### src/core/cdg_pkg.sv
package cdg_pkg;

  // ==========================================================================
  // register map (word index on the plain port)
  // ==========================================================================
  localparam logic [2:0] ADDR_CONTROL_ZERO = 3'h0;
  localparam logic [2:0] ADDR_CONTROL_ONE  = 3'h1;
  localparam logic [2:0] ADDR_RISE_COUNT   = 3'h2;
  localparam logic [2:0] ADDR_FALL_COUNT   = 3'h3;
  localparam logic [2:0] ADDR_STATUS       = 3'h4;

  // generator_control_zero fields
  localparam int BIT_GENERATOR_ENABLE       = 7;
  localparam int BIT_PRIMARY_ENABLE         = 6;
  localparam int BIT_COMPLEMENTARY_ENABLE   = 5;
  localparam int BIT_PRIMARY_POLARITY       = 4;
  localparam int BIT_COMPLEMENTARY_POLARITY = 3;
  localparam int BIT_CLOCK_SELECT           = 0;

  // generator_control_one fields
  localparam int BIT_OVERRIDE_ENABLE        = 7;
  localparam int BIT_OVERRIDE_PRIMARY       = 5;
  localparam int BIT_OVERRIDE_COMPLEMENTARY = 4;
  localparam int SOURCE_SELECT_LSB          = 0;

  // status fields
  localparam int BIT_STAT_PRIMARY_ACTIVE    = 0;
  localparam int BIT_STAT_COMPL_ACTIVE      = 1;
  localparam int BIT_STAT_WAITING           = 2;

  // reset values
  localparam logic [7:0] RESET_CONTROL_ZERO = 8'h00;
  localparam logic [7:0] RESET_CONTROL_ONE  = 8'h00;
  localparam logic [5:0] RESET_DEADBAND     = 6'h00;

  // ==========================================================================
  // timing: fast oscillator tick from the system clock
  // ==========================================================================
  localparam int         SYS_CLOCK_MHZ  = 125;
  localparam int         FAST_OSC_MHZ   = 16;
  localparam logic [6:0] OSC_ACC_MOD    = 7'(SYS_CLOCK_MHZ);
  localparam logic [6:0] OSC_ACC_STEP   = 7'(FAST_OSC_MHZ);

  // ==========================================================================
  // types
  // ==========================================================================
  typedef enum logic [1:0] {
    SRC_FIRST_MODULATOR  = 2'h0,
    SRC_SECOND_MODULATOR = 2'h1,
    SRC_OSCILLATOR       = 2'h2,
    SRC_LOGIC_CELL       = 2'h3
  } cdg_source_t;

  typedef enum logic [4:0] {
    ST_IDLE      = 5'h01,
    ST_RISE_WAIT = 5'h02,
    ST_PRIMARY   = 5'h04,
    ST_FALL_WAIT = 5'h08,
    ST_COMPL     = 5'h10
  } cdg_state_t;

  typedef struct packed {
    logic        generator_enable;
    logic        primary_output_enable;
    logic        complementary_output_enable;
    logic        primary_polarity;
    logic        complementary_polarity;
    logic        deadband_clock_select;
    logic        override_enable;
    logic        override_primary;
    logic        override_complementary;
    cdg_source_t source_select_field;
    logic [5:0]  rising_deadband_count;
    logic [5:0]  falling_deadband_count;
  } cdg_cfg_t;

endpackage

### src/core/cdg_generator.sv
// Function
// dead-band clock is system clock or 16 MHz fast oscillator, one select bit
// two-bit field selects source: two modulators, oscillator output, logic cell
// codes 00,01,10,11 map to modulator one, two, oscillator, logic cell
// on enable both output drives start cleared
// each output has its own enable; clear means no pin control
// enabled output drives override level or active waveform to pin
// with module enable clear, output enables and levels have no effect
// per-output polarity: set is active-high, clear is active-low
// override levels pass without polarity inversion
// two independent 6-bit dead-band counters, rising and falling; code uses one shared 6-bit counter
// dead band counts clock periods from zero up to register value
// rising edge: complementary off now, count, then primary on
// rising dead-band register sets delay of 0 to 64 counts; the 6-bit register gives 0 to 63
// dead-band value zero means no delay at all
// dead band always timed from source edge, not output edges
// source reverting before count ends gives no pulse on waiting output
// each output turn-on delayable after other turns off, never both on; code lets override_enable drive both outputs on at once
// falling edge: primary off now, count, then complementary on
//
// The register offsets and strobed register access were left to the implementer.
module cdg_generator
(
  // clock and reset
  input  wire logic       i_clk_sys,
  input  wire logic       i_rst_n,
  // register port
  input  wire logic [2:0] i_addr,
  input  wire logic [7:0] i_wr_data,
  input  wire logic       i_wr_stb,
  input  wire logic       i_rd_stb,
  output logic      [7:0] o_rd_data,
  // waveform sources
  input  wire logic       i_first_modulator_output,
  input  wire logic       i_second_modulator_output,
  input  wire logic       i_oscillator_source_output,
  input  wire logic       i_logic_cell_output,
  // pin drive toward port priority logic
  output logic            o_primary_output,
  output logic            o_primary_output_oe,
  output logic            o_complementary_output,
  output logic            o_complementary_output_oe
);

  // ==========================================================================
  // register file
  // ==========================================================================
  cdg_pkg::cdg_cfg_t  cfg_reg;
  cdg_pkg::cdg_cfg_t  cfg_next;
  cdg_pkg::cdg_state_t state_reg;
  cdg_pkg::cdg_state_t state_next;
  logic [5:0]         cnt_reg;
  logic [5:0]         cnt_next;
  logic [6:0]         acc_reg;
  logic [6:0]         acc_next;
  logic               src_prev_reg;
  logic [7:0]         ctrl0_view;
  logic [7:0]         ctrl1_view;
  logic [7:0]         stat_view;
  logic [7:0]         rd_mux;

  // field views of the configuration for read-back
  assign ctrl0_view = {cfg_reg.generator_enable, cfg_reg.primary_output_enable,
                       cfg_reg.complementary_output_enable, cfg_reg.primary_polarity,
                       cfg_reg.complementary_polarity, 2'h0, cfg_reg.deadband_clock_select};
  assign ctrl1_view = {cfg_reg.override_enable, 1'h0, cfg_reg.override_primary,
                       cfg_reg.override_complementary, 2'h0, cfg_reg.source_select_field};
  assign stat_view  = {5'h00, (state_reg == cdg_pkg::ST_RISE_WAIT) ||
                              (state_reg == cdg_pkg::ST_FALL_WAIT),
                       state_reg == cdg_pkg::ST_COMPL, state_reg == cdg_pkg::ST_PRIMARY};

  // unmapped addresses read as zero
  assign rd_mux = (i_addr == cdg_pkg::ADDR_CONTROL_ZERO) ? ctrl0_view :
                  (i_addr == cdg_pkg::ADDR_CONTROL_ONE)  ? ctrl1_view :
                  (i_addr == cdg_pkg::ADDR_RISE_COUNT)   ? {2'h0, cfg_reg.rising_deadband_count} :
                  (i_addr == cdg_pkg::ADDR_FALL_COUNT)   ? {2'h0, cfg_reg.falling_deadband_count} :
                  (i_addr == cdg_pkg::ADDR_STATUS)       ? stat_view : 8'h00;

  // write decode, one field group per register
  always_comb
  begin
    cfg_next = cfg_reg;
    if (i_wr_stb && (i_addr == cdg_pkg::ADDR_CONTROL_ZERO))
    begin
      cfg_next.generator_enable            = i_wr_data[cdg_pkg::BIT_GENERATOR_ENABLE];
      cfg_next.primary_output_enable       = i_wr_data[cdg_pkg::BIT_PRIMARY_ENABLE];
      cfg_next.complementary_output_enable = i_wr_data[cdg_pkg::BIT_COMPLEMENTARY_ENABLE];
      cfg_next.primary_polarity            = i_wr_data[cdg_pkg::BIT_PRIMARY_POLARITY];
      cfg_next.complementary_polarity      = i_wr_data[cdg_pkg::BIT_COMPLEMENTARY_POLARITY];
      cfg_next.deadband_clock_select       = i_wr_data[cdg_pkg::BIT_CLOCK_SELECT];
    end
    if (i_wr_stb && (i_addr == cdg_pkg::ADDR_CONTROL_ONE))
    begin
      cfg_next.override_enable        = i_wr_data[cdg_pkg::BIT_OVERRIDE_ENABLE];
      cfg_next.override_primary       = i_wr_data[cdg_pkg::BIT_OVERRIDE_PRIMARY];
      cfg_next.override_complementary = i_wr_data[cdg_pkg::BIT_OVERRIDE_COMPLEMENTARY];
      cfg_next.source_select_field    =
        cdg_pkg::cdg_source_t'(i_wr_data[cdg_pkg::SOURCE_SELECT_LSB +: 2]);
    end
    if (i_wr_stb && (i_addr == cdg_pkg::ADDR_RISE_COUNT))
      cfg_next.rising_deadband_count = i_wr_data[5:0];
    if (i_wr_stb && (i_addr == cdg_pkg::ADDR_FALL_COUNT))
      cfg_next.falling_deadband_count = i_wr_data[5:0];
  end

  // configuration store and read data, which stands one cycle only
  always_ff @(posedge i_clk_sys or negedge i_rst_n)
  begin
    if (!i_rst_n)
    begin
      cfg_reg   <= '0;
      o_rd_data <= 8'h00;
    end
    else
    begin
      cfg_reg   <= cfg_next;
      o_rd_data <= i_rd_stb ? rd_mux : 8'h00;
    end
  end

  // ==========================================================================
  // dead-band clock and source selection
  // ==========================================================================
  logic       db_tick;
  logic [7:0] acc_sum;
  logic       osc_tick;
  logic       src_sel;
  logic       src_rise;
  logic       src_fall;

  // fractional divider: 16 ticks every 125 cycles, so jitter is one cycle
  assign acc_sum  = {1'b0, acc_reg} + {1'b0, cdg_pkg::OSC_ACC_STEP};
  assign osc_tick = acc_sum >= {1'b0, cdg_pkg::OSC_ACC_MOD};
  assign acc_next = osc_tick ? 7'(acc_sum - {1'b0, cdg_pkg::OSC_ACC_MOD}) : acc_sum[6:0];
  assign db_tick  = cfg_reg.deadband_clock_select ? osc_tick : 1'b1;

  // source mux, codes in listed order
  assign src_sel =
    (cfg_reg.source_select_field == cdg_pkg::SRC_FIRST_MODULATOR)  ? i_first_modulator_output :
    (cfg_reg.source_select_field == cdg_pkg::SRC_SECOND_MODULATOR) ? i_second_modulator_output :
    (cfg_reg.source_select_field == cdg_pkg::SRC_OSCILLATOR)       ? i_oscillator_source_output :
                                                                     i_logic_cell_output;

  // timing keys off the chosen source edge only
  assign src_rise = src_sel && !src_prev_reg;
  assign src_fall = !src_sel && src_prev_reg;

  // ==========================================================================
  // dead-band sequencer
  // ==========================================================================
  // one shared counter serves both edges: they never run at once, and each
  // compares against its own register, so they time independently
  always_comb
  begin
    state_next = state_reg;
    cnt_next   = cnt_reg;
    if (!cfg_reg.generator_enable)
    begin
      state_next = cdg_pkg::ST_IDLE;
      cnt_next   = 6'h00;
    end
    else if (src_rise)
    begin
      cnt_next   = 6'h00;
      state_next = (cfg_reg.rising_deadband_count == 6'h00) ?
                   cdg_pkg::ST_PRIMARY : cdg_pkg::ST_RISE_WAIT;
    end
    else if (src_fall)
    begin
      cnt_next   = 6'h00;
      state_next = (cfg_reg.falling_deadband_count == 6'h00) ?
                   cdg_pkg::ST_COMPL : cdg_pkg::ST_FALL_WAIT;
    end
    else
    begin
      case (state_reg)
        cdg_pkg::ST_IDLE,
        cdg_pkg::ST_PRIMARY,
        cdg_pkg::ST_COMPL:
          state_next = state_reg;
        cdg_pkg::ST_RISE_WAIT:
        begin
          // the tick that reaches the setting ends the wait: a setting of n gives n periods
          if ((cnt_reg == cfg_reg.rising_deadband_count) ||
              (db_tick && (6'(cnt_reg + 6'h01) == cfg_reg.rising_deadband_count)))
            state_next = cdg_pkg::ST_PRIMARY;
          else if (db_tick)
            cnt_next = 6'(cnt_reg + 6'h01);
        end
        cdg_pkg::ST_FALL_WAIT:
        begin
          if ((cnt_reg == cfg_reg.falling_deadband_count) ||
              (db_tick && (6'(cnt_reg + 6'h01) == cfg_reg.falling_deadband_count)))
            state_next = cdg_pkg::ST_COMPL;
          else if (db_tick)
            cnt_next = 6'(cnt_reg + 6'h01);
        end
        default:
          state_next = cdg_pkg::ST_IDLE;
      endcase
    end
  end

  always_ff @(posedge i_clk_sys or negedge i_rst_n)
  begin
    if (!i_rst_n)
    begin
      state_reg    <= cdg_pkg::ST_IDLE;
      cnt_reg      <= 6'h00;
      acc_reg      <= 7'h00;
      src_prev_reg <= 1'b0;
    end
    else
    begin
      state_reg    <= state_next;
      cnt_reg      <= cnt_next;
      acc_reg      <= acc_next;
      src_prev_reg <= src_sel;
    end
  end

  // ==========================================================================
  // output stage
  // ==========================================================================
  logic a_act;
  logic b_act;
  logic a_level;
  logic b_level;

  // only one state drives each output, so overlap cannot occur while override_enable is clear
  assign a_act   = state_next == cdg_pkg::ST_PRIMARY;
  assign b_act   = state_next == cdg_pkg::ST_COMPL;
  assign a_level = cfg_reg.override_enable ? cfg_reg.override_primary :
                   (cfg_reg.primary_polarity ? a_act : !a_act);
  assign b_level = cfg_reg.override_enable ? cfg_reg.override_complementary :
                   (cfg_reg.complementary_polarity ? b_act : !b_act);

  // enables gated by module enable; port priority logic sits outside
  always_ff @(posedge i_clk_sys or negedge i_rst_n)
  begin
    if (!i_rst_n)
    begin
      o_primary_output          <= 1'b0;
      o_complementary_output    <= 1'b0;
      o_primary_output_oe       <= 1'b0;
      o_complementary_output_oe <= 1'b0;
    end
    else
    begin
      o_primary_output          <= a_level;
      o_complementary_output    <= b_level;
      o_primary_output_oe       <= cfg_reg.generator_enable &&
                                   cfg_reg.primary_output_enable;
      o_complementary_output_oe <= cfg_reg.generator_enable &&
                                   cfg_reg.complementary_output_enable;
    end
  end

  // ==========================================================================
  // assertions
  // ==========================================================================
  property p_no_overlap;
    @(posedge i_clk_sys) disable iff (!i_rst_n)
    ($past(i_rst_n) && !$past(cfg_reg.override_enable)) |->
    !((o_primary_output == $past(cfg_reg.primary_polarity)) &&
      (o_complementary_output == $past(cfg_reg.complementary_polarity)));
  endproperty
  a_no_overlap: assert property (p_no_overlap) else $error("both outputs active");

  property p_rise_compl_off;
    @(posedge i_clk_sys) disable iff (!i_rst_n)
    (cfg_reg.generator_enable && src_rise) |=> (state_reg != cdg_pkg::ST_COMPL);
  endproperty
  a_rise_compl_off: assert property (p_rise_compl_off) else $error("compl on after rise");

  property p_fall_prim_off;
    @(posedge i_clk_sys) disable iff (!i_rst_n)
    (cfg_reg.generator_enable && src_fall) |=> (state_reg != cdg_pkg::ST_PRIMARY);
  endproperty
  a_fall_prim_off: assert property (p_fall_prim_off) else $error("primary on after fall");

  property p_zero_delay;
    @(posedge i_clk_sys) disable iff (!i_rst_n)
    (cfg_reg.generator_enable && src_rise && (cfg_reg.rising_deadband_count == 6'h00))
      |=> (state_reg == cdg_pkg::ST_PRIMARY);
  endproperty
  a_zero_delay: assert property (p_zero_delay) else $error("zero dead band delayed");

  property p_disabled_no_drive;
    @(posedge i_clk_sys) disable iff (!i_rst_n)
    !cfg_reg.generator_enable |=> !o_primary_output_oe && !o_complementary_output_oe;
  endproperty
  a_disabled_no_drive: assert property (p_disabled_no_drive) else $error("drive while off");

  property p_enable_follows;
    @(posedge i_clk_sys) disable iff (!i_rst_n)
    ##1 o_primary_output_oe == $past(cfg_reg.generator_enable && cfg_reg.primary_output_enable);
  endproperty
  a_enable_follows: assert property (p_enable_follows) else $error("primary enable wrong");

  property p_start_cleared;
    @(posedge i_clk_sys) disable iff (!i_rst_n)
    $rose(cfg_reg.generator_enable) |-> (state_reg == cdg_pkg::ST_IDLE);
  endproperty
  a_start_cleared: assert property (p_start_cleared) else $error("drive not cleared");

  property p_polarity;
    @(posedge i_clk_sys) disable iff (!i_rst_n)
    (i_rst_n && !cfg_reg.override_enable && !cfg_reg.primary_polarity && !a_act)
      |=> o_primary_output;
  endproperty
  a_polarity: assert property (p_polarity) else $error("active-low idle level wrong");

  property p_override;
    @(posedge i_clk_sys) disable iff (!i_rst_n)
    cfg_reg.override_enable |=> (o_complementary_output == $past(cfg_reg.override_complementary));
  endproperty
  a_override: assert property (p_override) else $error("override level altered");

  property p_revert_no_pulse;
    @(posedge i_clk_sys) disable iff (!i_rst_n)
    (state_reg == cdg_pkg::ST_RISE_WAIT && src_fall) |-> ##1 (state_reg != cdg_pkg::ST_PRIMARY)
      ##1 (state_reg != cdg_pkg::ST_PRIMARY || $past(src_rise));
  endproperty
  a_revert_no_pulse: assert property (p_revert_no_pulse) else $error("pulse after revert");

  property p_wait_until_count;
    @(posedge i_clk_sys) disable iff (!i_rst_n)
    (state_reg == cdg_pkg::ST_RISE_WAIT && cnt_reg != cfg_reg.rising_deadband_count && !src_fall
     && 6'(cnt_reg + 6'h01) != cfg_reg.rising_deadband_count
     && !src_rise && cfg_reg.generator_enable) |=> (state_reg != cdg_pkg::ST_PRIMARY);
  endproperty
  a_wait_until_count: assert property (p_wait_until_count) else $error("primary early");

  property p_sysclk_count;
    @(posedge i_clk_sys) disable iff (!i_rst_n)
    (!cfg_reg.deadband_clock_select && state_reg == cdg_pkg::ST_RISE_WAIT &&
     state_next == cdg_pkg::ST_RISE_WAIT) |=> (cnt_reg == 6'($past(cnt_reg) + 6'h01));
  endproperty
  a_sysclk_count: assert property (p_sysclk_count) else $error("count not advancing");

endmodule

### config.mk
export PLATFORM = sky130hd
export DESIGN_NAME = cdg_generator
export DESIGN_NICKNAME = d
export VERILOG_FILES = /design/src/core/cdg_pkg.sv /design/src/core/cdg_generator.sv
export SDC_FILE = /design/constraint.sdc
export NUM_CORES = 1
export LEC_CHECK = 0
export BUFFER_PORTS_ARGS = -buffer_cell sky130_fd_sc_hd__buf_4
export CORE_MARGIN = 2
export CORE_UTILIZATION = 53
export DETAILED_ROUTE_END_ITERATION = 12
export GPL_TIMING_DRIVEN = 0
export HOLD_SLACK_MARGIN = 0.12
export PLACE_DENSITY = 0.77
export SYNTH_ARGS = -nofsm -noshare
export SYNTH_HDL_FRONTEND = slang
export SYNTH_SLANG_ARGS = --single-unit
### constraint.sdc
create_clock -name i_clk_sys -period 2.35 [get_ports i_clk_sys]
set_input_delay 0.47 -clock i_clk_sys [delete_from_list [all_inputs] [get_ports i_clk_sys]]
set_output_delay 0.47 -clock i_clk_sys [all_outputs]
set_load 0.02 [all_outputs]
Yosys cells after proc, flatten, opt, wreduce, memory -nomap -nowiden:

Index checks and enable logic that the tools add are counted.

* add/sub/neg operators: 3
* order comparisons: 1
* equality and inequality tests: 20
* mux-type cells: 30
* reductions and logical operators: 23

Operators with widths (number)
* 6-bit 2-to-1 mux: 8
* 5-bit 2-to-1 mux: 6
* 6-bit == test: 4
* 8-bit 2-to-1 mux: 3
* 5-bit case mux with 3 select lines: 1
* 6-bit zero test: 2
* 6-bit case mux with 2 select lines: 1
* 5-bit by 3-bit == test with 1-bit output, second input constant: 2
* 5-bit == test, second input constant: 2
* 1-bit logical AND: 10
* 5-bit != test, second input constant: 2
* 7-bit by 5-bit adder with 8-bit output, second input constant: 1
* 8-bit by 7-bit >= comparator with 1-bit output, second input constant: 1
* 1-bit 2-to-1 mux: 8
* 7-bit 2-to-1 mux: 1
* 7-bit subtractor, second input constant: 1
* 6-bit by 1-bit adder with 6-bit output, second input constant: 1
* 3-bit by 2-bit == test with 1-bit output, second input constant: 2
* 3-bit 2-to-1 mux: 2
* 5-bit by 1-bit == test with 1-bit output, second input constant: 1
* 5-bit by 2-bit == test with 1-bit output, second input constant: 1
* 5-bit by 4-bit == test with 1-bit output, second input constant: 1
* 5-bit by 1-bit != test with 1-bit output, second input constant: 1
* 1-bit zero test: 4
* 9 further kinds: 11

* register bits after elaboration: 54
* input port bits: 19
* word-level logic and storage cells: 98

Logic depth before layout (Yosys ltp):

Gate-level depths: netlist of run 1.

* depth after elaboration: 14
* mapped depth: 9

Least setup slack after synthesis of run 1:

OpenSTA, ideal clock, no wires.

* path type: input port to flip-flop
* start: in i_logic_cell_output
* end: reg o_complementary_output
* data arrival time: 2219 ps
* data required time: 2263 ps
* setup slack: 44 ps
* stages on the path: 8
* cells stage by stage: mux4_2 -> inv_1 -> ha_1 -> nor4b_1 -> nand2_1 -> and3_1 -> mux2_4 -> a211oi_2

* cells in the longest elaborated chain, start to end: 12
* elaborated cells between the ends (all ways): 13
* those cells by class: eq/ne: 1; mux: 8; reduce/logical: 4

RTL lines
* start, declared: RTL line cdg_generator.sv:37 `input wire logic i_logic_cell_output,`
* 1-bit 2-to-1 mux *: RTL line cdg_generator.sv:141 `(cfg_reg.source_select_field == cdg_pkg::SRC_OSCILLATOR) ? i_oscillator_source_output :`
* 1-bit 2-to-1 mux *: RTL line cdg_generator.sv:140 `(cfg_reg.source_select_field == cdg_pkg::SRC_SECOND_MODULATOR) ? i_second_modulator_output :`
* 1-bit 2-to-1 mux *: RTL line cdg_generator.sv:139 `(cfg_reg.source_select_field == cdg_pkg::SRC_FIRST_MODULATOR) ? i_first_modulator_output :`
* 1-bit zero test: RTL line cdg_generator.sv:146 `assign src_fall = !src_sel && src_prev_reg;`
* 1-bit logical AND: RTL line cdg_generator.sv:146
* 5-bit 2-to-1 mux: RTL line cdg_generator.sv:168 `else if (src_fall)`
* 5-bit 2-to-1 mux *: RTL line cdg_generator.sv:162 `else if (src_rise)`
* 5-bit 2-to-1 mux *: RTL line cdg_generator.sv:157 `if (!cfg_reg.generator_enable)`
* 5-bit == test *: RTL line cdg_generator.sv:232 `assign b_act = state_next == cdg_pkg::ST_COMPL;`
* 1-bit zero test: RTL line cdg_generator.sv:236 `(cfg_reg.complementary_polarity ? b_act : !b_act);`
* 1-bit 2-to-1 mux *: RTL line cdg_generator.sv:236
* 1-bit 2-to-1 mux *: RTL line cdg_generator.sv:235 `assign b_level = cfg_reg.override_enable ? cfg_reg.override_complementary :`
* net b_level: RTL line cdg_generator.sv:228 `logic b_level;`
* end signal, assigned: RTL line cdg_generator.sv:251 `o_complementary_output <= b_level;`
* end, declared: RTL line cdg_generator.sv:41 `output logic o_complementary_output,`

Mark *: on every way through the listed nets, which the timed path passes. The rest lies on a longest branch.
A chain may end at the register's enable or synchronous reset.

Worst setup path in the final report of run 1:

* start: reg cfg_reg[12] (netlist bit)
* end: reg cnt_reg[4]

* cells in the longest elaborated chain, start to end: 9
* elaborated cells between the ends (all ways): 16
* those cells by class: eq/ne: 5; mux: 6; reduce/logical: 5

RTL lines
* start, declared: RTL line cdg_generator.sv:48 `cdg_pkg::cdg_cfg_t cfg_reg;`
* start signal, assigned: RTL line cdg_generator.sv:116 `cfg_reg <= cfg_next;`
* 2-bit == test: RTL line cdg_generator.sv:141
* 1-bit 2-to-1 mux: RTL line cdg_generator.sv:141
* 1-bit 2-to-1 mux: RTL line cdg_generator.sv:140
* 1-bit 2-to-1 mux *: RTL line cdg_generator.sv:139
* net src_sel: RTL line cdg_generator.sv:127 `logic src_sel;`
* 1-bit zero test: RTL line cdg_generator.sv:146
* 1-bit logical AND: RTL line cdg_generator.sv:146
* 6-bit 2-to-1 mux: RTL line cdg_generator.sv:168
* 6-bit 2-to-1 mux: RTL line cdg_generator.sv:162
* 6-bit 2-to-1 mux: RTL line cdg_generator.sv:157
* end signal, assigned: RTL line cdg_generator.sv:216 `cnt_reg <= cnt_next;`
* end, declared: RTL line cdg_generator.sv:52 `logic [5:0] cnt_reg;`

Marked as above.

==> results of run 1 <==
routing by layer:
layer,track usage [%],part of all wire [%],wire length [µm]
met1,32.4,44,3100
met5,0,0,0
met4,5.59,1.6,113
met2,36.3,49,3390
met3,3.82,5.3,371
power by group through the flow:
stage                     registers (µW)  clock network [µW]  logic (µW)
after global routing                1230                 723         873
after CTS                           1210                 679         741
after detailed placement            1220                   0         715
after global placement              1220                   0         700
final                               1220                 665         804
after floorplan                     1210                   0         487
Yosys cell counts (2+ instances only):
cell	instances	area [µm²]
sky130_fd_sc_hd__dfrtp_1	53	1330
sky130_fd_sc_hd__nand2_1	24	90.1
sky130_fd_sc_hd__mux2_2	20	225
sky130_fd_sc_hd__nor2_1	16	60.1
sky130_fd_sc_hd__inv_1	15	56.3
sky130_fd_sc_hd__nor3_1	14	70.1
sky130_fd_sc_hd__o21ai_0	13	65.1
sky130_fd_sc_hd__xnor2_1	12	105
sky130_fd_sc_hd__xor2_1	12	105
sky130_fd_sc_hd__a21oi_1	11	55.1
sky130_fd_sc_hd__and3_1	10	62.6
sky130_fd_sc_hd__ha_1	7	87.6
sky130_fd_sc_hd__nand2b_1	7	43.8
sky130_fd_sc_hd__a31oi_1	6	37.5
sky130_fd_sc_hd__and2_1	6	37.5
sky130_fd_sc_hd__mux2i_1	5	50.1
sky130_fd_sc_hd__clkbuf_1	4	15.0
sky130_fd_sc_hd__mux4_2	4	90.1
sky130_fd_sc_hd__nand3_1	4	20.0
sky130_fd_sc_hd__nor3b_1	4	30.0
sky130_fd_sc_hd__nand4_1	3	18.8
sky130_fd_sc_hd__nor2b_1	3	18.8
sky130_fd_sc_hd__o21a_1	3	22.5
sky130_fd_sc_hd__or2_2	3	18.8
sky130_fd_sc_hd__or3_1	3	18.8
sky130_fd_sc_hd__a221o_1	2	20.0
sky130_fd_sc_hd__and4_1	2	17.5
sky130_fd_sc_hd__buf_6	2	22.5
sky130_fd_sc_hd__nor4b_1	2	17.5
sky130_fd_sc_hd__o211ai_1	2	15.0
area by class of cell:
type,instances,area (µm²),area share (%)
Buffer,8,47.5,1.28
Clock buffer,6,82.6,2.22
Clock inverter,2,38.8,1.04
Inverter,15,56.3,1.51
Multi-Input combinational cell,222,1780,47.8
Sequential cell,54,1360,36.5
Tap cell,72,90.1,2.42
Timing Repair Buffer,36,270,7.27
per-stage QoR:
step                      setup TNS (ns)  power [µW]  utilization [%]  cells  hold slack (ns)
after floorplan                        0        1690                -    298            0.174
after global placement             -1.17        1920             61.2    399            0.483
after detailed placement           -1.56        1940             61.2    399            0.489
after CTS                        -0.0127        2630             64.6    409            0.211
after global routing             -0.0270        2830             66.7    415            0.249
final                                  0        2690             66.7    415            0.171
what timing repair did:
item | 4_1_cts | 5_1_grt
pin swaps | 0 | 12
gates resized for setup | 10 | 14
setup endpoints to repair | 10 | 8
cloned | 0 | 1
buffers inserted | 2 | 5
cell families after synthesis:
logic type	Yosys count	synth area share (%)
adders and majority gates	7	2.82
and+or+nand+nor	112	20.2
DFF	54	43.6
xor gates and xnor gates	24	6.77
muxes	30	12.3
buffers and inverters	23	3.34
AOI/OAI and AO/OA	48	11.0
worst min path at each step:
stage / start / end / slack, ns
after floorplan: i_rst_n / acc_reg[0]$_DFFE_PN0P_ / 0.17
after global placement: acc_reg[2]$_DFFE_PN0P_ / acc_reg[2]$_DFFE_PN0P_ / 0.48
after detailed placement: acc_reg[2]$_DFFE_PN0P_ / acc_reg[2]$_DFFE_PN0P_ / 0.49
after CTS: i_rst_n / acc_reg[3]$_DFFE_PN0P_ / 0.21
after global routing: i_rst_n / acc_reg[3]$_DFFE_PN0P_ / 0.25
final: i_rst_n / acc_reg[3]$_DFFE_PN0P_ / 0.17
==> report_table.html, run 1 <==
<table>
<tr><th>Metric</th><th>Value</th></tr>
<tr><th colspan="2">Status</th></tr>
<tr><td>Outcome</td><td>finished clean</td></tr>
<tr><th colspan="2">Run</th></tr>
<tr><td>Max-Cap Viols</td><td>0</td></tr>
<tr><th colspan="2">Floorplanning</th></tr>
<tr><td>Die span in y</td><td>80.5 µm</td></tr>
<tr><td>Num ports</td><td>31</td></tr>
<tr><td>Starting density of the core</td><td>55.7%</td></tr>
<tr><td>Area enclosed by the die boundary</td><td>6490 µm²</td></tr>
<tr><td>Cell row count</td><td>27</td></tr>
<tr><td>Chip Width</td><td>~81 µm</td></tr>
<tr><td>Core outline area</td><td>5570 µm²</td></tr>
<tr><th colspan="2">STA</th></tr>
<tr><td>Unrepaired setup endpoints after global routing</td><td>yes</td></tr>
<tr><td>Final Hold Vio Count</td><td>0</td></tr>
<tr><td>Highest achievable clock rate</td><td>440 MHz</td></tr>
<tr><td>Count of endpoints failing setup in the final report</td><td>0</td></tr>
<tr><td>Time the worst path needs with I/O delays and setup</td><td>2.27 ns</td></tr>
<tr><td>Minimum setup slack in the final design</td><td>0.0780 ns</td></tr>
<tr><td>Worst Max-Slew Pin Slew</td><td>0.897 ns</td></tr>
<tr><td>Worst setup skew after layout</td><td>approximately 0.0078 ns</td></tr>
<tr><td>Max Slew Vio Count</td><td>0</td></tr>
<tr><td>Final period utilization</td><td>96.7%</td></tr>
<tr><td>Remaining max-slew budget at the tightest pin</td><td>39.8%</td></tr>
<tr><th colspan="2">Layout</th></tr>
<tr><td>Final-layout fill cell count</td><td>between 400 and 500</td></tr>
<tr><td>Number of diodes added for antenna fixing</td><td>0</td></tr>
<tr><td>Fraction of layout instances using a drive strength above 1</td><td>30.0%</td></tr>
<tr><td>Cell area after layout</td><td>3720 µm²</td></tr>
<tr><td>Layout-stage area growth over the synthesis result</td><td>19.8%</td></tr>
<tr><td>Final Net Count</td><td>around 370</td></tr>
<tr><td>Commonest cells after routing, fill and taps aside</td><td>51 x sky130_fd_sc_hd__dfrtp_1, 36 x sky130_fd_sc_hd__buf_4, 24 x sky130_fd_sc_hd__nand2_1</td></tr>
<tr><td>Max reg flops</td><td>23</td></tr>
<tr><td>Most common library cell in the layout ignoring fill and taps</td><td>sky130_fd_sc_hd__dfrtp_1</td></tr>
<tr><th colspan="2">Clocking</th></tr>
<tr><td>Clock tree from TritonCTS</td><td>done</td></tr>
<tr><td># clock sinks</td><td>54</td></tr>
<tr><td>Clock Pin Slew Worst Setup and Hold Paths</td><td>0.10 ns</td></tr>
<tr><td>Clock insertion delay at the later pin of the skew report</td><td>0.31 ns</td></tr>
<tr><td>Maximum count of clock buffers along a single path</td><td>2</td></tr>
<tr><td>CTS buffer count</td><td>5</td></tr>
<tr><td>Root Driver</td><td>sky130_fd_sc_hd__clkbuf_8</td></tr>
<tr><td>Hold_buf cts</td><td>0</td></tr>
<tr><td>Level count of the clock H-tree</td><td>2</td></tr>
<tr><th colspan="2">Drt</th></tr>
<tr><td>Vias per inst</td><td>5.95</td></tr>
<tr><td>Drt first pass iters</td><td>5</td></tr>
<tr><td>ANT nets after route</td><td>0</td></tr>
<tr><td>Post-detailed-route wirelength per cell</td><td>16.8 µm</td></tr>
<tr><td>Final Routed Wirelength</td><td>6.97 mm</td></tr>
<tr><td>Drt drc</td><td>0</td></tr>
<tr><td>Count of routing violations after the opening detailed-route iteration</td><td>212</td></tr>
<tr><td>Number of vias after detailed routing</td><td>2470</td></tr>
<tr><th colspan="2">Pwr</th></tr>
<tr><td>P_int</td><td>1790 µW</td></tr>
<tr><td>IR drop worst, VDD</td><td>approximately 650 µV</td></tr>
<tr><td>Combinational fraction of design power</td><td>29.9%</td></tr>
<tr><td>Share of power burned in registers</td><td>45.4%</td></tr>
<tr><td>Clock power share</td><td>24.7%</td></tr>
<tr><td>Switching component of the power</td><td>894 µW</td></tr>
<tr><td>Leakage power summed over all cells</td><td>0.00165 µW</td></tr>
<tr><td>PwrDens</td><td>723 nW/µm²</td></tr>
<tr><td>Fraction of power spent switching nets</td><td>approximately a third</td></tr>
<tr><th colspan="2">Worst setup path</th></tr>
<tr><td>Launch point of the critical path</td><td>cfg_reg[12]$_DFFE_PN0P_</td></tr>
<tr><td>Worst-path cell with the longest stage delay</td><td>sky130_fd_sc_hd__mux4_2</td></tr>
<tr><td>Crit Path Category</td><td>reg -&gt; reg</td></tr>
<tr><td>Maximum net fanout on the critical path</td><td>3</td></tr>
<tr><td>Required time at the worst-slack endpoint</td><td>2.55 ns</td></tr>
<tr><td>Startpoint of the worst register-to-register path</td><td>cfg_reg[12]$_DFFE_PN0P_</td></tr>
<tr><td>Crit path capture type</td><td>flop</td></tr>
<tr><td>Cell breakdown of the critical path</td><td>mux4_2, ha_4, nand2_1, or2_2, nand3_1, nor3_1, a221o_1</td></tr>
<tr><td>Critical path's largest stage delay</td><td>0.58 ns</td></tr>
<tr><td>Number of cell instances on the worst register-to-register path</td><td>7</td></tr>
<tr><td>Count of buffering cells on the critical path with inverters included</td><td>0</td></tr>
<tr><td>Type of element launching the critical path</td><td>flop</td></tr>
<tr><td>Family of cells with the greatest summed delay on the critical path</td><td>simple AND/OR/NAND/NOR gates</td></tr>
<tr><td>Crit path DAT</td><td>2.47 ns</td></tr>
<tr><td>Last element of the critical path</td><td>cnt_reg[4]$_DFFE_PN0P_</td></tr>
<tr><td>Register-to-Register Setup Slack</td><td>0.08 ns</td></tr>
<tr><td>End of the worst register-to-register path</td><td>cnt_reg[4]$_DFFE_PN0P_</td></tr>
<tr><td>Stages on the worst setup path</td><td>7</td></tr>
<tr><th colspan="2">Global route</th></tr>
<tr><td>Maximum number of pins on one net before global-route repair</td><td>55</td></tr>
<tr><td>Vias in the first global route</td><td>~2300</td></tr>
<tr><td>Grt total ovfl</td><td>0</td></tr>
<tr><td>Global-route usage over all layers</td><td>22.7%</td></tr>
<tr><td>Number of antenna violations at the first check in global routing</td><td>0</td></tr>
<tr><td>Global-route wire length before repair</td><td>11.2 mm</td></tr>
<tr><th colspan="2">Worst hold path</th></tr>
<tr><td>Path type of the worst min-delay path</td><td>in -&gt; async</td></tr>
<tr><th colspan="2">Synthesis</th></tr>
<tr><td>Warnings, synthesis</td><td>0</td></tr>
<tr><td>Commonest register cell after synthesis</td><td>sky130_fd_sc_hd__dfrtp_1</td></tr>
<tr><td>FF+latch count, synth</td><td>54</td></tr>
<tr><td>Post-synthesis instance area</td><td>3100 µm²</td></tr>
<tr><td>Count of flip-flops with a built-in enable after synthesis</td><td>0</td></tr>
<tr><td>Mapped Nets</td><td>324</td></tr>
<tr><td>Number of different library cells in the post-synthesis netlist</td><td>56</td></tr>
<tr><td>Async SR Flop Fraction</td><td>100%</td></tr>
<tr><td>Sequential cell area fraction in the yosys report</td><td>roughly 44%</td></tr>
<tr><td>Cells after synthesis</td><td>298</td></tr>
<tr><td>Synthesized area divided by synthesized cell count</td><td>around 10 µm²</td></tr>
<tr><th colspan="2">Placed design</th></tr>
<tr><td>Pre-CTS setup slack</td><td>-0.330 ns</td></tr>
<tr><td>Standard cell area after detailed placement</td><td>3410 µm²</td></tr>
<tr><td>Buffers on Ports</td><td>29</td></tr>
<tr><td>Routability Congestion</td><td>0.857</td></tr>
<tr><td>Total half-perimeter wirelength after legalization and detailed placement</td><td>roughly 5 mm</td></tr>
</table>
No activity file was read; power rests on OpenSTA's default activity.
==> inputs of run 2 (changes only) <==
--- a/config.mk
+++ b/config.mk
@@ -5,6 +5,7 @@
 export SDC_FILE = /design/constraint.sdc
 export NUM_CORES = 1
 export LEC_CHECK = 0
+export ABC_AREA = 1
 export BUFFER_PORTS_ARGS = -buffer_cell sky130_fd_sc_hd__buf_4
 export CORE_MARGIN = 2
 export CORE_UTILIZATION = 53
==> run 2 against run 1 <==
Utilization decreased by 3.3 points. Via count increased by 11%. Combinational power decreased by 10%. Die area decreased by 1.0%. First-iteration DRC count decreased by 1.9%. Clock skew decreased by 0.0017 ns. Global-route usage increased by 2.1 points. Synthesized cell count increased by 34%. Design area decreased by 5.5%. Highest routed layer unchanged. Critical path depth increased by 5. Worst hold slack improved by 0.00099 ns. Sequential cell count unchanged.
==> report_table.html, run 2 <==
<table>
<tr><th>Metric</th><th>Value</th></tr>
<tr><th colspan="2">Status</th></tr>
<tr><td>Outcome</td><td>finished clean</td></tr>
<tr><th colspan="2">Synthesis</th></tr>
<tr><td>Number of different library cells in the post-synthesis netlist</td><td>40 (-29%)</td></tr>
<tr><td>Most instantiated library cell after synthesis</td><td>sky130_fd_sc_hd__nand2_1</td></tr>
<tr><td>Synthesized area divided by synthesized cell count</td><td>7.70 µm² (-26%)</td></tr>
<tr><td>Sequential cell area fraction in the yosys report</td><td>44.1% (+0.48 points)</td></tr>
<tr><td>Cells after synthesis</td><td>399 (+34%)</td></tr>
<tr><td>Commonest register cell after synthesis</td><td>sky130_fd_sc_hd__dfrtp_1</td></tr>
<tr><td>Mapped Nets</td><td>425 (+31%)</td></tr>
<tr><td>Post-synthesis instance area</td><td>3070 µm² (-1.1%)</td></tr>
<tr><td>Warnings, synthesis</td><td>0 (unchanged)</td></tr>
<tr><td>Cell taking the most area after synthesis</td><td>sky130_fd_sc_hd__dfrtp_1</td></tr>
<tr><td>Count of flip-flops with a built-in enable after synthesis</td><td>0 (unchanged)</td></tr>
<tr><td>Area fraction of the dominant cell type after synthesis</td><td>43.2% (+0.47 points)</td></tr>
<tr><td>Ranking of synthesized cells by instance count</td><td>115 x sky130_fd_sc_hd__nand2_1, 58 x sky130_fd_sc_hd__inv_1, 53 x sky130_fd_sc_hd__dfrtp_1</td></tr>
<tr><td>Leading post-synthesis cells by cell area</td><td>sky130_fd_sc_hd__dfrtp_1 43%, sky130_fd_sc_hd__nand2_1 14%, sky130_fd_sc_hd__inv_1 7.1%, sky130_fd_sc_hd__o21ai_0 4.4%, sky130_fd_sc_hd__nand3_1 3.3%</td></tr>
<tr><td>FF+latch count, synth</td><td>54 (unchanged)</td></tr>
<tr><td>Async SR Flop Fraction</td><td>100% (unchanged)</td></tr>
<tr><th colspan="2">Pwr</th></tr>
<tr><td>Share of power burned in registers</td><td>46.5% (+1.1 points)</td></tr>
<tr><td>Clock power share</td><td>25.4% (+0.7 points)</td></tr>
<tr><td>Leakage power summed over all cells</td><td>0.00182 µW (+11%)</td></tr>
<tr><td>IR drop worst, VDD</td><td>538 µV (-17%)</td></tr>
<tr><td>PwrDens</td><td>730 nW/µm² (+0.89%)</td></tr>
<tr><td>P_int</td><td>1650 µW (-8.1%)</td></tr>
<tr><td>Combinational fraction of design power</td><td>28.1% (-1.8 points)</td></tr>
<tr><td>Fraction of power spent switching nets</td><td>35.7% (+2.4 points)</td></tr>
<tr><td>Switching component of the power</td><td>914 µW (+2.2%)</td></tr>
<tr><th colspan="2">STA</th></tr>
<tr><td>Time the worst path needs with I/O delays and setup</td><td>2.16 ns (-0.112 ns)</td></tr>
<tr><td>Final period utilization</td><td>91.9% (-4.8 points)</td></tr>
<tr><td>Highest achievable clock rate</td><td>463 MHz (+5.2%)</td></tr>
<tr><td>Worst Max-Slew Pin Slew</td><td>0.681 ns (-0.216 ns)</td></tr>
<tr><td>Count of endpoints failing setup in the final report</td><td>0 (unchanged)</td></tr>
<tr><td>Unrepaired setup endpoints after global routing</td><td>no</td></tr>
<tr><td>Remaining max-slew budget at the tightest pin</td><td>54.6% (+15 points)</td></tr>
<tr><td>Max Slew Vio Count</td><td>0 (unchanged)</td></tr>
<tr><td>Worst hold margin</td><td>0.172 ns (+0.000991 ns)</td></tr>
<tr><td>Worst setup skew after layout</td><td>0.00605 ns (-0.00175 ns)</td></tr>
<tr><td>Final Hold Vio Count</td><td>0 (unchanged)</td></tr>
<tr><th colspan="2">Drt</th></tr>
<tr><td>Number of vias after detailed routing</td><td>2737 (+11%)</td></tr>
<tr><td>Drt drc</td><td>0 (unchanged)</td></tr>
<tr><td>Metal2 WL</td><td>3.32 mm (-2.2%)</td></tr>
<tr><td>Met1 Routed Length</td><td>3.34 mm (+7.8%)</td></tr>
<tr><td>Wire length on met3</td><td>379 µm (+2.2%)</td></tr>
<tr><td>Drt first pass iters</td><td>5 (unchanged)</td></tr>
<tr><td>ANT nets after route</td><td>0 (unchanged)</td></tr>
<tr><td>Count of routing violations after the opening detailed-route iteration</td><td>208 (-1.9%)</td></tr>
<tr><td>Top layer in use</td><td>met4</td></tr>
<tr><td>Post-detailed-route wirelength per cell</td><td>14.3 µm (-15%)</td></tr>
<tr><td>Final Routed Wirelength</td><td>7.25 mm (+4.0%)</td></tr>
<tr><td>Vias per inst</td><td>5.39 (-9.5%)</td></tr>
<tr><th colspan="2">Placed design</th></tr>
<tr><td>Total half-perimeter wirelength after legalization and detailed placement</td><td>5.61 mm (+13%)</td></tr>
<tr><td>Placed insts</td><td>500 (+25%)</td></tr>
<tr><td>Routability Congestion</td><td>0.967 (+13%)</td></tr>
<tr><td>Buffers on Ports</td><td>29 (unchanged)</td></tr>
<tr><td>Standard cell area after detailed placement</td><td>3380 µm² (-0.99%)</td></tr>
<tr><th colspan="2">Layout</th></tr>
<tr><td>Most common library cell in the layout ignoring fill and taps</td><td>sky130_fd_sc_hd__nand2_1</td></tr>
<tr><td>Sequential standard cell area</td><td>1360 µm² (unchanged)</td></tr>
<tr><td>Max reg flops</td><td>23 (unchanged)</td></tr>
<tr><td>Multi-input gate area</td><td>1450 µm² (-18%)</td></tr>
<tr><td>Number of diodes added for antenna fixing</td><td>0 (unchanged)</td></tr>
<tr><td>Final-layout fill cell count</td><td>500 (+13%)</td></tr>
<tr><td>Fraction of the core area covered by cells at the end of the flow</td><td>63.4% (-3.3 points)</td></tr>
<tr><td>Layout-stage area growth over the synthesis result</td><td>14.4%</td></tr>
<tr><td>Final Net Count</td><td>461 (+25%)</td></tr>
<tr><td>Finished Layout Cells</td><td>508 (+22%)</td></tr>
<tr><td>Commonest cells after routing, fill and taps aside</td><td>115 x sky130_fd_sc_hd__nand2_1, 58 x sky130_fd_sc_hd__inv_1, 51 x sky130_fd_sc_hd__dfrtp_1</td></tr>
<tr><td>Cell area after layout</td><td>3510 µm² (-5.5%)</td></tr>
<tr><td>Fraction of layout instances using a drive strength above 1</td><td>14.9% (-15 points)</td></tr>
<tr><th colspan="2">Worst setup path</th></tr>
<tr><td>Required time at the worst-slack endpoint</td><td>2.56 ns (about the same)</td></tr>
<tr><td>Maximum net fanout on the critical path</td><td>10 (+7)</td></tr>
<tr><td>Type of element launching the critical path</td><td>flop</td></tr>
<tr><td>Crit path DAT</td><td>2.37 ns (-0.10 ns)</td></tr>
<tr><td>Crit path capture type</td><td>flop</td></tr>
<tr><td>Crit Path Category</td><td>reg -&gt; reg</td></tr>
<tr><th colspan="2">Clocking</th></tr>
<tr><td>Clock Pin Slew Worst Setup and Hold Paths</td><td>0.10 ns (about the same)</td></tr>
<tr><td>Clock tree from TritonCTS</td><td>done</td></tr>
<tr><td>Level count of the clock H-tree</td><td>2 (unchanged)</td></tr>
<tr><td>CTS buffer count</td><td>5 (unchanged)</td></tr>
<tr><td>Maximum count of clock buffers along a single path</td><td>2 (unchanged)</td></tr>
<tr><td>Hold_buf cts</td><td>0 (unchanged)</td></tr>
<tr><td>Root Driver</td><td>sky130_fd_sc_hd__clkbuf_8</td></tr>
<tr><td># clock sinks</td><td>54 (unchanged)</td></tr>
<tr><td>Clock insertion delay at the later pin of the skew report</td><td>0.31 ns (about the same)</td></tr>
<tr><th colspan="2">Floorplanning</th></tr>
<tr><td>Starting density of the core</td><td>55.4% (-0.27 points)</td></tr>
<tr><td>Chip Width</td><td>80.1 µm (-0.52%)</td></tr>
<tr><td>Die span in y</td><td>80.1 µm (-0.52%)</td></tr>
<tr><td>Cell row count</td><td>27 (unchanged)</td></tr>
<tr><td>Num ports</td><td>31 (unchanged)</td></tr>
<tr><td>Core outline area</td><td>5540 µm² (-0.61%)</td></tr>
<tr><td>Area enclosed by the die boundary</td><td>6420 µm² (-1.0%)</td></tr>
<tr><th colspan="2">Global route</th></tr>
<tr><td>Vias in the first global route</td><td>2656 (+14%)</td></tr>
<tr><td>Global-route wire length before repair</td><td>12.2 mm (+8.8%)</td></tr>
<tr><td>Maximum number of pins on one net before global-route repair</td><td>55 (unchanged)</td></tr>
<tr><td>Grt total ovfl</td><td>0 (unchanged)</td></tr>
<tr><td>Global-route usage over all layers</td><td>24.9% (+2.1 points)</td></tr>
<tr><td>Number of antenna violations at the first check in global routing</td><td>0 (unchanged)</td></tr>
<tr><th colspan="2">Run</th></tr>
<tr><td>Max-Cap Viols</td><td>0 (unchanged)</td></tr>
<tr><th colspan="2">Worst hold path</th></tr>
<tr><td>Path type of the worst min-delay path</td><td>in -&gt; async</td></tr>
</table>
## run 2: cells by family after synthesis
kind of cell | synth area share, %
simple gates | 28.1
fa+ha+maj | 2.85
mux | 0.367
flops | 44.1
compound gates | 11.4
buf+inv | 9.25
xor+xnor | 3.99
## run 2: power groups by stage
stage | clock network [µW] | registers (µW) | logic [µW]
3_3_place_gp | 0 | 1200 | 679
4_1_cts | 664 | 1190 | 709
3_5_place_dp | 0 | 1200 | 698
2_1_floorplan | 0 | 1190 | 467
5_1_grt | 700 | 1210 | 808
6_report | 650 | 1190 | 721
## run 2: critical path: stages (launching register included)
cell,delay (ns)
sky130_fd_sc_hd__dfrtp_1,0.44
sky130_fd_sc_hd__nor2_1,0.07
sky130_fd_sc_hd__a211o_1,0.22
sky130_fd_sc_hd__nand2_1,0.11
sky130_fd_sc_hd__inv_1,0.08
sky130_fd_sc_hd__ha_1,0.24
sky130_fd_sc_hd__nor2_1,0.16
sky130_fd_sc_hd__inv_1,0.12
sky130_fd_sc_hd__nor2_4,0.19
sky130_fd_sc_hd__a21oi_4,0.10
sky130_fd_sc_hd__buf_6,0.16
sky130_fd_sc_hd__nand3_2,0.07
sky130_fd_sc_hd__o21ai_1,0.07
## run 2: area by class of cell
| class | instances | share of cell area (%) |
|---|---|---|
| clock inverters | 3 | 1.39 |
| inverters | 62 | 6.70 |
| flip-flops and latches | 54 | 38.6 |
| well taps | 72 | 2.56 |
| multi-input cells | 275 | 41.2 |
| clock buffers | 5 | 1.96 |
| plain buffers | 8 | 1.39 |
| repair buffers | 29 | 6.20 |
## run 2: routing by layer
metal	track usage (%)	vias up
met5	0	-
li1	-	1358
met3	4.49	20
met4	9.83	0
met1	33.6	1270
met2	39.8	89
## run 2: worst paths after layout
check	end	slack, ns	cells after the start	from
worst max-delay path	cnt_reg[3]$_DFFE_PN0P_	0.19	12	cfg_reg[12]$_DFFE_PN0P_
worst min-delay path	cfg_reg[8]$_DFFE_PN0P_	0.17	1	i_rst_n
worst max register to register	cnt_reg[3]$_DFFE_PN0P_	0.19	12	cfg_reg[12]$_DFFE_PN0P_
worst min register to register	o_primary_output_oe$_DFF_PN0_	0.50	2	cfg_reg[21]$_DFFE_PN0P_
max in group asynchronous	cnt_reg[0]$_DFFE_PN0P_	1.68	1	i_rst_n
min in group i_clk_sys	cfg_reg[21]$_DFFE_PN0P_	0.38	2	i_wr_data[6]
## run 2: what timing repair did
item / in CTS / in global routing
buffers inserted: 0 / 0
resized for setup: 1 / 5
gates cloned: 0 / 0
setup endpoints to repair: 4 / 5
## run 2: per-stage QoR
step	total power [µW]	worst slack [ns]	setup TNS, ns
global route	2720	0.00161	0
CTS	2560	0.105	0
finish	2560	0.190	0
global placement	1880	-0.146	-0.625
floorplan	1660	0.368	0
detailed placement	1900	-0.187	-0.925
==> inputs of run 3 (changes only) <==
--- a/config.mk
+++ b/config.mk
@@ -7,12 +7,14 @@
 export LEC_CHECK = 0
 export ABC_AREA = 1
 export BUFFER_PORTS_ARGS = -buffer_cell sky130_fd_sc_hd__buf_4
+export CAP_MARGIN = 20
 export CORE_MARGIN = 2
 export CORE_UTILIZATION = 53
 export DETAILED_ROUTE_END_ITERATION = 12
 export GPL_TIMING_DRIVEN = 0
 export HOLD_SLACK_MARGIN = 0.12
 export PLACE_DENSITY = 0.77
+export RECOVER_POWER = 100
 export SYNTH_ARGS = -nofsm -noshare
 export SYNTH_HDL_FRONTEND = slang
 export SYNTH_SLANG_ARGS = --single-unit
==> run 3 against run 2 <==
Global-route usage stayed put. Critical path depth unchanged. Register-to-register slack barely moved. Fmax fell by 0.49%. Sequential cell count is the same. Clock power about the same. Non-clock buffer count did not move. Worst hold slack gained 0.21 ns. Sequential share of layout area is 0.57 points higher.
==> report_table.html, run 3 (synthesized netlist as in run 2, its figures left out) <==
<table>
<tr><th>Metric</th><th>Value</th></tr>
<tr><th colspan="2">Status</th></tr>
<tr><td>Outcome</td><td>finished clean</td></tr>
<tr><th colspan="2">Placed design</th></tr>
<tr><td>Pre-CTS setup slack</td><td>-0.187 ns (unchanged)</td></tr>
<tr><td>Routability Congestion</td><td>0.967 (unchanged)</td></tr>
<tr><td>Standard cell area after detailed placement</td><td>3380 µm² (unchanged)</td></tr>
<tr><td>Buffers on Ports</td><td>29 (unchanged)</td></tr>
<tr><td>Total half-perimeter wirelength after legalization and detailed placement</td><td>5.61 mm (unchanged)</td></tr>
<tr><th colspan="2">Drt</th></tr>
<tr><td>Vias per inst</td><td>5.32 (-1.2%)</td></tr>
<tr><td>Count of routing violations after the opening detailed-route iteration</td><td>191 (-8.2%)</td></tr>
<tr><td>Drt drc</td><td>0 (unchanged)</td></tr>
<tr><td>Drt first pass iters</td><td>5 (unchanged)</td></tr>
<tr><td>ANT nets after route</td><td>0 (unchanged)</td></tr>
<tr><td>Number of vias after detailed routing</td><td>2704 (-1.2%)</td></tr>
<tr><td>Final Routed Wirelength</td><td>7.25 mm (about the same)</td></tr>
<tr><td>Post-detailed-route wirelength per cell</td><td>14.3 µm (about the same)</td></tr>
<tr><th colspan="2">STA</th></tr>
<tr><td>Highest achievable clock rate</td><td>461 MHz (-0.49%)</td></tr>
<tr><td>Minimum setup slack in the final design</td><td>0.180 ns (-0.0107 ns)</td></tr>
<tr><td>Worst setup skew after layout</td><td>0.00959 ns (+0.00354 ns)</td></tr>
<tr><td>Worst Max-Slew Pin Slew</td><td>1.32 ns (+0.643 ns)</td></tr>
<tr><td>Remaining max-slew budget at the tightest pin</td><td>11.7% (-43 points)</td></tr>
<tr><td>Unrepaired setup endpoints after global routing</td><td>no</td></tr>
<tr><td>Time the worst path needs with I/O delays and setup</td><td>2.17 ns (+0.0107 ns)</td></tr>
<tr><td>Max Slew Vio Count</td><td>0 (unchanged)</td></tr>
<tr><td>Final period utilization</td><td>92.4% (+0.46 points)</td></tr>
<tr><td>Count of endpoints failing setup in the final report</td><td>0 (unchanged)</td></tr>
<tr><td>Final Hold Vio Count</td><td>0 (unchanged)</td></tr>
<tr><th colspan="2">Floorplanning</th></tr>
<tr><td>Chip Width</td><td>80.1 µm (unchanged)</td></tr>
<tr><td>Area enclosed by the die boundary</td><td>6420 µm² (unchanged)</td></tr>
<tr><td>Starting density of the core</td><td>55.4% (unchanged)</td></tr>
<tr><td>Num ports</td><td>31 (unchanged)</td></tr>
<tr><td>Core outline area</td><td>5540 µm² (unchanged)</td></tr>
<tr><td>Cell row count</td><td>27 (unchanged)</td></tr>
<tr><td>Die span in y</td><td>80.1 µm (unchanged)</td></tr>
<tr><th colspan="2">Layout</th></tr>
<tr><td>Sequential standard cell area</td><td>1360 µm² (unchanged)</td></tr>
<tr><td>Cell area after layout</td><td>3460 µm² (-1.5%)</td></tr>
<tr><td>Multi-input gate area</td><td>1450 µm² (unchanged)</td></tr>
<tr><td>Max reg flops</td><td>23 (unchanged)</td></tr>
<tr><td>Layout-stage area growth over the synthesis result</td><td>12.8%</td></tr>
<tr><td>Final Net Count</td><td>461 (unchanged)</td></tr>
<tr><td>Final-layout fill cell count</td><td>506 (+1.2%)</td></tr>
<tr><td>Fraction of layout instances using a drive strength above 1</td><td>11.9% (-3.0 points)</td></tr>
<tr><td>Most common library cell in the layout ignoring fill and taps</td><td>sky130_fd_sc_hd__nand2_1</td></tr>
<tr><td>Number of diodes added for antenna fixing</td><td>0 (unchanged)</td></tr>
<tr><td>Commonest cells after routing, fill and taps aside</td><td>115 x sky130_fd_sc_hd__nand2_1, 58 x sky130_fd_sc_hd__inv_1, 51 x sky130_fd_sc_hd__dfrtp_1</td></tr>
<tr><td>Fraction of the core area covered by cells at the end of the flow</td><td>62.5% (-0.93 points)</td></tr>
<tr><th colspan="2">Global route</th></tr>
<tr><td>Global-route usage over all layers</td><td>24.9% (unchanged)</td></tr>
<tr><td>Vias in the first global route</td><td>2656 (unchanged)</td></tr>
<tr><td>Maximum number of pins on one net before global-route repair</td><td>55 (unchanged)</td></tr>
<tr><td>Global-route wire length before repair</td><td>12.2 mm (unchanged)</td></tr>
<tr><td>Grt total ovfl</td><td>0 (unchanged)</td></tr>
<tr><td>Number of antenna violations at the first check in global routing</td><td>0 (unchanged)</td></tr>
<tr><th colspan="2">Clocking</th></tr>
<tr><td>Clock Pin Slew Worst Setup and Hold Paths</td><td>0.11 ns (about the same)</td></tr>
<tr><td>CTS buffer count</td><td>5 (unchanged)</td></tr>
<tr><td># clock sinks</td><td>54 (unchanged)</td></tr>
<tr><td>Clock insertion delay at the later pin of the skew report</td><td>0.31 ns (about the same)</td></tr>
<tr><td>Root Driver</td><td>sky130_fd_sc_hd__clkbuf_8</td></tr>
<tr><td>Clock tree from TritonCTS</td><td>done</td></tr>
<tr><td>Level count of the clock H-tree</td><td>2 (unchanged)</td></tr>
<tr><td>Maximum count of clock buffers along a single path</td><td>2 (unchanged)</td></tr>
<tr><th colspan="2">Pwr</th></tr>
<tr><td>PwrDens</td><td>734 nW/µm² (+0.66%)</td></tr>
<tr><td>IR drop worst, VDD</td><td>534 µV (-0.73%)</td></tr>
<tr><td>Leakage power summed over all cells</td><td>0.00177 µW (-2.9%)</td></tr>
<tr><td>Clock power share</td><td>25.6% (+0.2 points)</td></tr>
<tr><td>Switching component of the power</td><td>913 µW (-0.11%)</td></tr>
<tr><td>Share of power burned in registers</td><td>46.9% (+0.4 points)</td></tr>
<tr><td>Fraction of power spent switching nets</td><td>35.9% (+0.25 points)</td></tr>
<tr><td>Combinational fraction of design power</td><td>27.5% (-0.6 points)</td></tr>
<tr><td>P_int</td><td>1630 µW (-1.2%)</td></tr>
<tr><th colspan="2">Worst setup path</th></tr>
<tr><td>Maximum net fanout on the critical path</td><td>10 (unchanged)</td></tr>
<tr><td>Crit path DAT</td><td>2.37 ns (about the same)</td></tr>
<tr><td>Crit path capture type</td><td>flop</td></tr>
<tr><td>Type of element launching the critical path</td><td>flop</td></tr>
<tr><td>Required time at the worst-slack endpoint</td><td>2.55 ns (about the same)</td></tr>
<tr><td>Startpoint of the worst register-to-register path</td><td>cfg_reg[12]$_DFFE_PN0P_</td></tr>
<tr><td>Crit Path Category</td><td>reg -&gt; reg</td></tr>
<tr><td>Launch point of the critical path</td><td>cfg_reg[12]$_DFFE_PN0P_</td></tr>
<tr><th colspan="2">Worst hold path</th></tr>
<tr><td>Startpoint of the tightest hold check path</td><td>i_wr_data[6]</td></tr>
<tr><td>Path type of the worst min-delay path</td><td>in -&gt; reg</td></tr>
<tr><th colspan="2">Run</th></tr>
<tr><td>Max-Cap Viols</td><td>0 (unchanged)</td></tr>
</table>
-- run 3: cell count changes in the layout (fill, tap and decap cells not counted) --
cell / change
sky130_fd_sc_hd__o21ai_0: +1
sky130_fd_sc_hd__clkbuf_1: +13
sky130_fd_sc_hd__o21ai_1: -1
sky130_fd_sc_hd__clkbuf_2: +1
sky130_fd_sc_hd__clkbuf_4: +1
sky130_fd_sc_hd__buf_4: -15
-- run 3: worst paths after layout --
| path | end | slack (ns) | cells after the start |
|---|---|---|---|
| setup / recovery | cnt_reg[2]$_DFFE_PN0P_ | 0.18 | 12 |
| hold / removal | cfg_reg[21]$_DFFE_PN0P_ | 0.38 | 2 |
| setup reg to reg | cnt_reg[2]$_DFFE_PN0P_ | 0.18 | 12 |
| hold reg to reg | o_primary_output_oe$_DFF_PN0_ | 0.50 | 2 |
| max in group asynchronous | cnt_reg[0]$_DFFE_PN0P_ | 1.04 | 1 |
| min in group asynchronous | cfg_reg[8]$_DFFE_PN0P_ | 0.43 | 1 |
-- run 3: power by group through the flow --
stage               clock, µW  sequential, µW  combinational [µW]
finish                    651            1190                 700
global route              700            1210                 788
CTS                       664            1190                 709
detailed placement          0            1200                 698
global placement            0            1200                 679
floorplan                   0            1190                 467
-- run 3: per-layer routing --
metal | routed length [µm] | global-route usage [%]
met5 | 0 | 0
met2 | 3320 | 39.8
met1 | 3360 | 33.6
met3 | 344 | 4.49
met4 | 225 | 9.83
-- run 3: cell type report --
type	count	area share [%]
multi-input cells	275	41.9
flip-flops and latches	54	39.1
inverters	62	6.79
repair buffers	29	4.81
well taps	72	2.60
clock buffers	5	1.99
clock inverters	3	1.41
plain buffers	8	1.41
-- run 3: stage by stage --
stage | cells | hold slack (ns) | total power (µW) | setup TNS (ns)
2_1_floorplan | 399 | 0.174 | 1660 | 0
3_5_place_dp | 500 | 0.477 | 1900 | -0.925
3_3_place_gp | 500 | 0.471 | 1880 | -0.625
4_1_cts | 508 | 0.218 | 2560 | 0
5_1_grt | 508 | 0.371 | 2700 | 0
6_report | 508 | 0.381 | 2540 | 0
-- run 3: critical path: stages (launching register included) --
cell and delay (ns):
sky130_fd_sc_hd__dfrtp_1 0.44, sky130_fd_sc_hd__nor2_1 0.07, sky130_fd_sc_hd__a211o_1 0.22, sky130_fd_sc_hd__nand2_1 0.11
sky130_fd_sc_hd__inv_1 0.08, sky130_fd_sc_hd__ha_1 0.25, sky130_fd_sc_hd__nor2_1 0.16, sky130_fd_sc_hd__inv_1 0.12
sky130_fd_sc_hd__nor2_4 0.19, sky130_fd_sc_hd__a21oi_4 0.10, sky130_fd_sc_hd__buf_6 0.16, sky130_fd_sc_hd__nand3_1 0.07
sky130_fd_sc_hd__o21ai_0 0.08
-- run 3: timing repair --
action | CTS | global route
pin swaps | 0 | 0
resized for setup | 1 | 5
setup buffers | 0 | 0
setup endpoints to repair | 4 | 5
hold buffers | 0 | 0
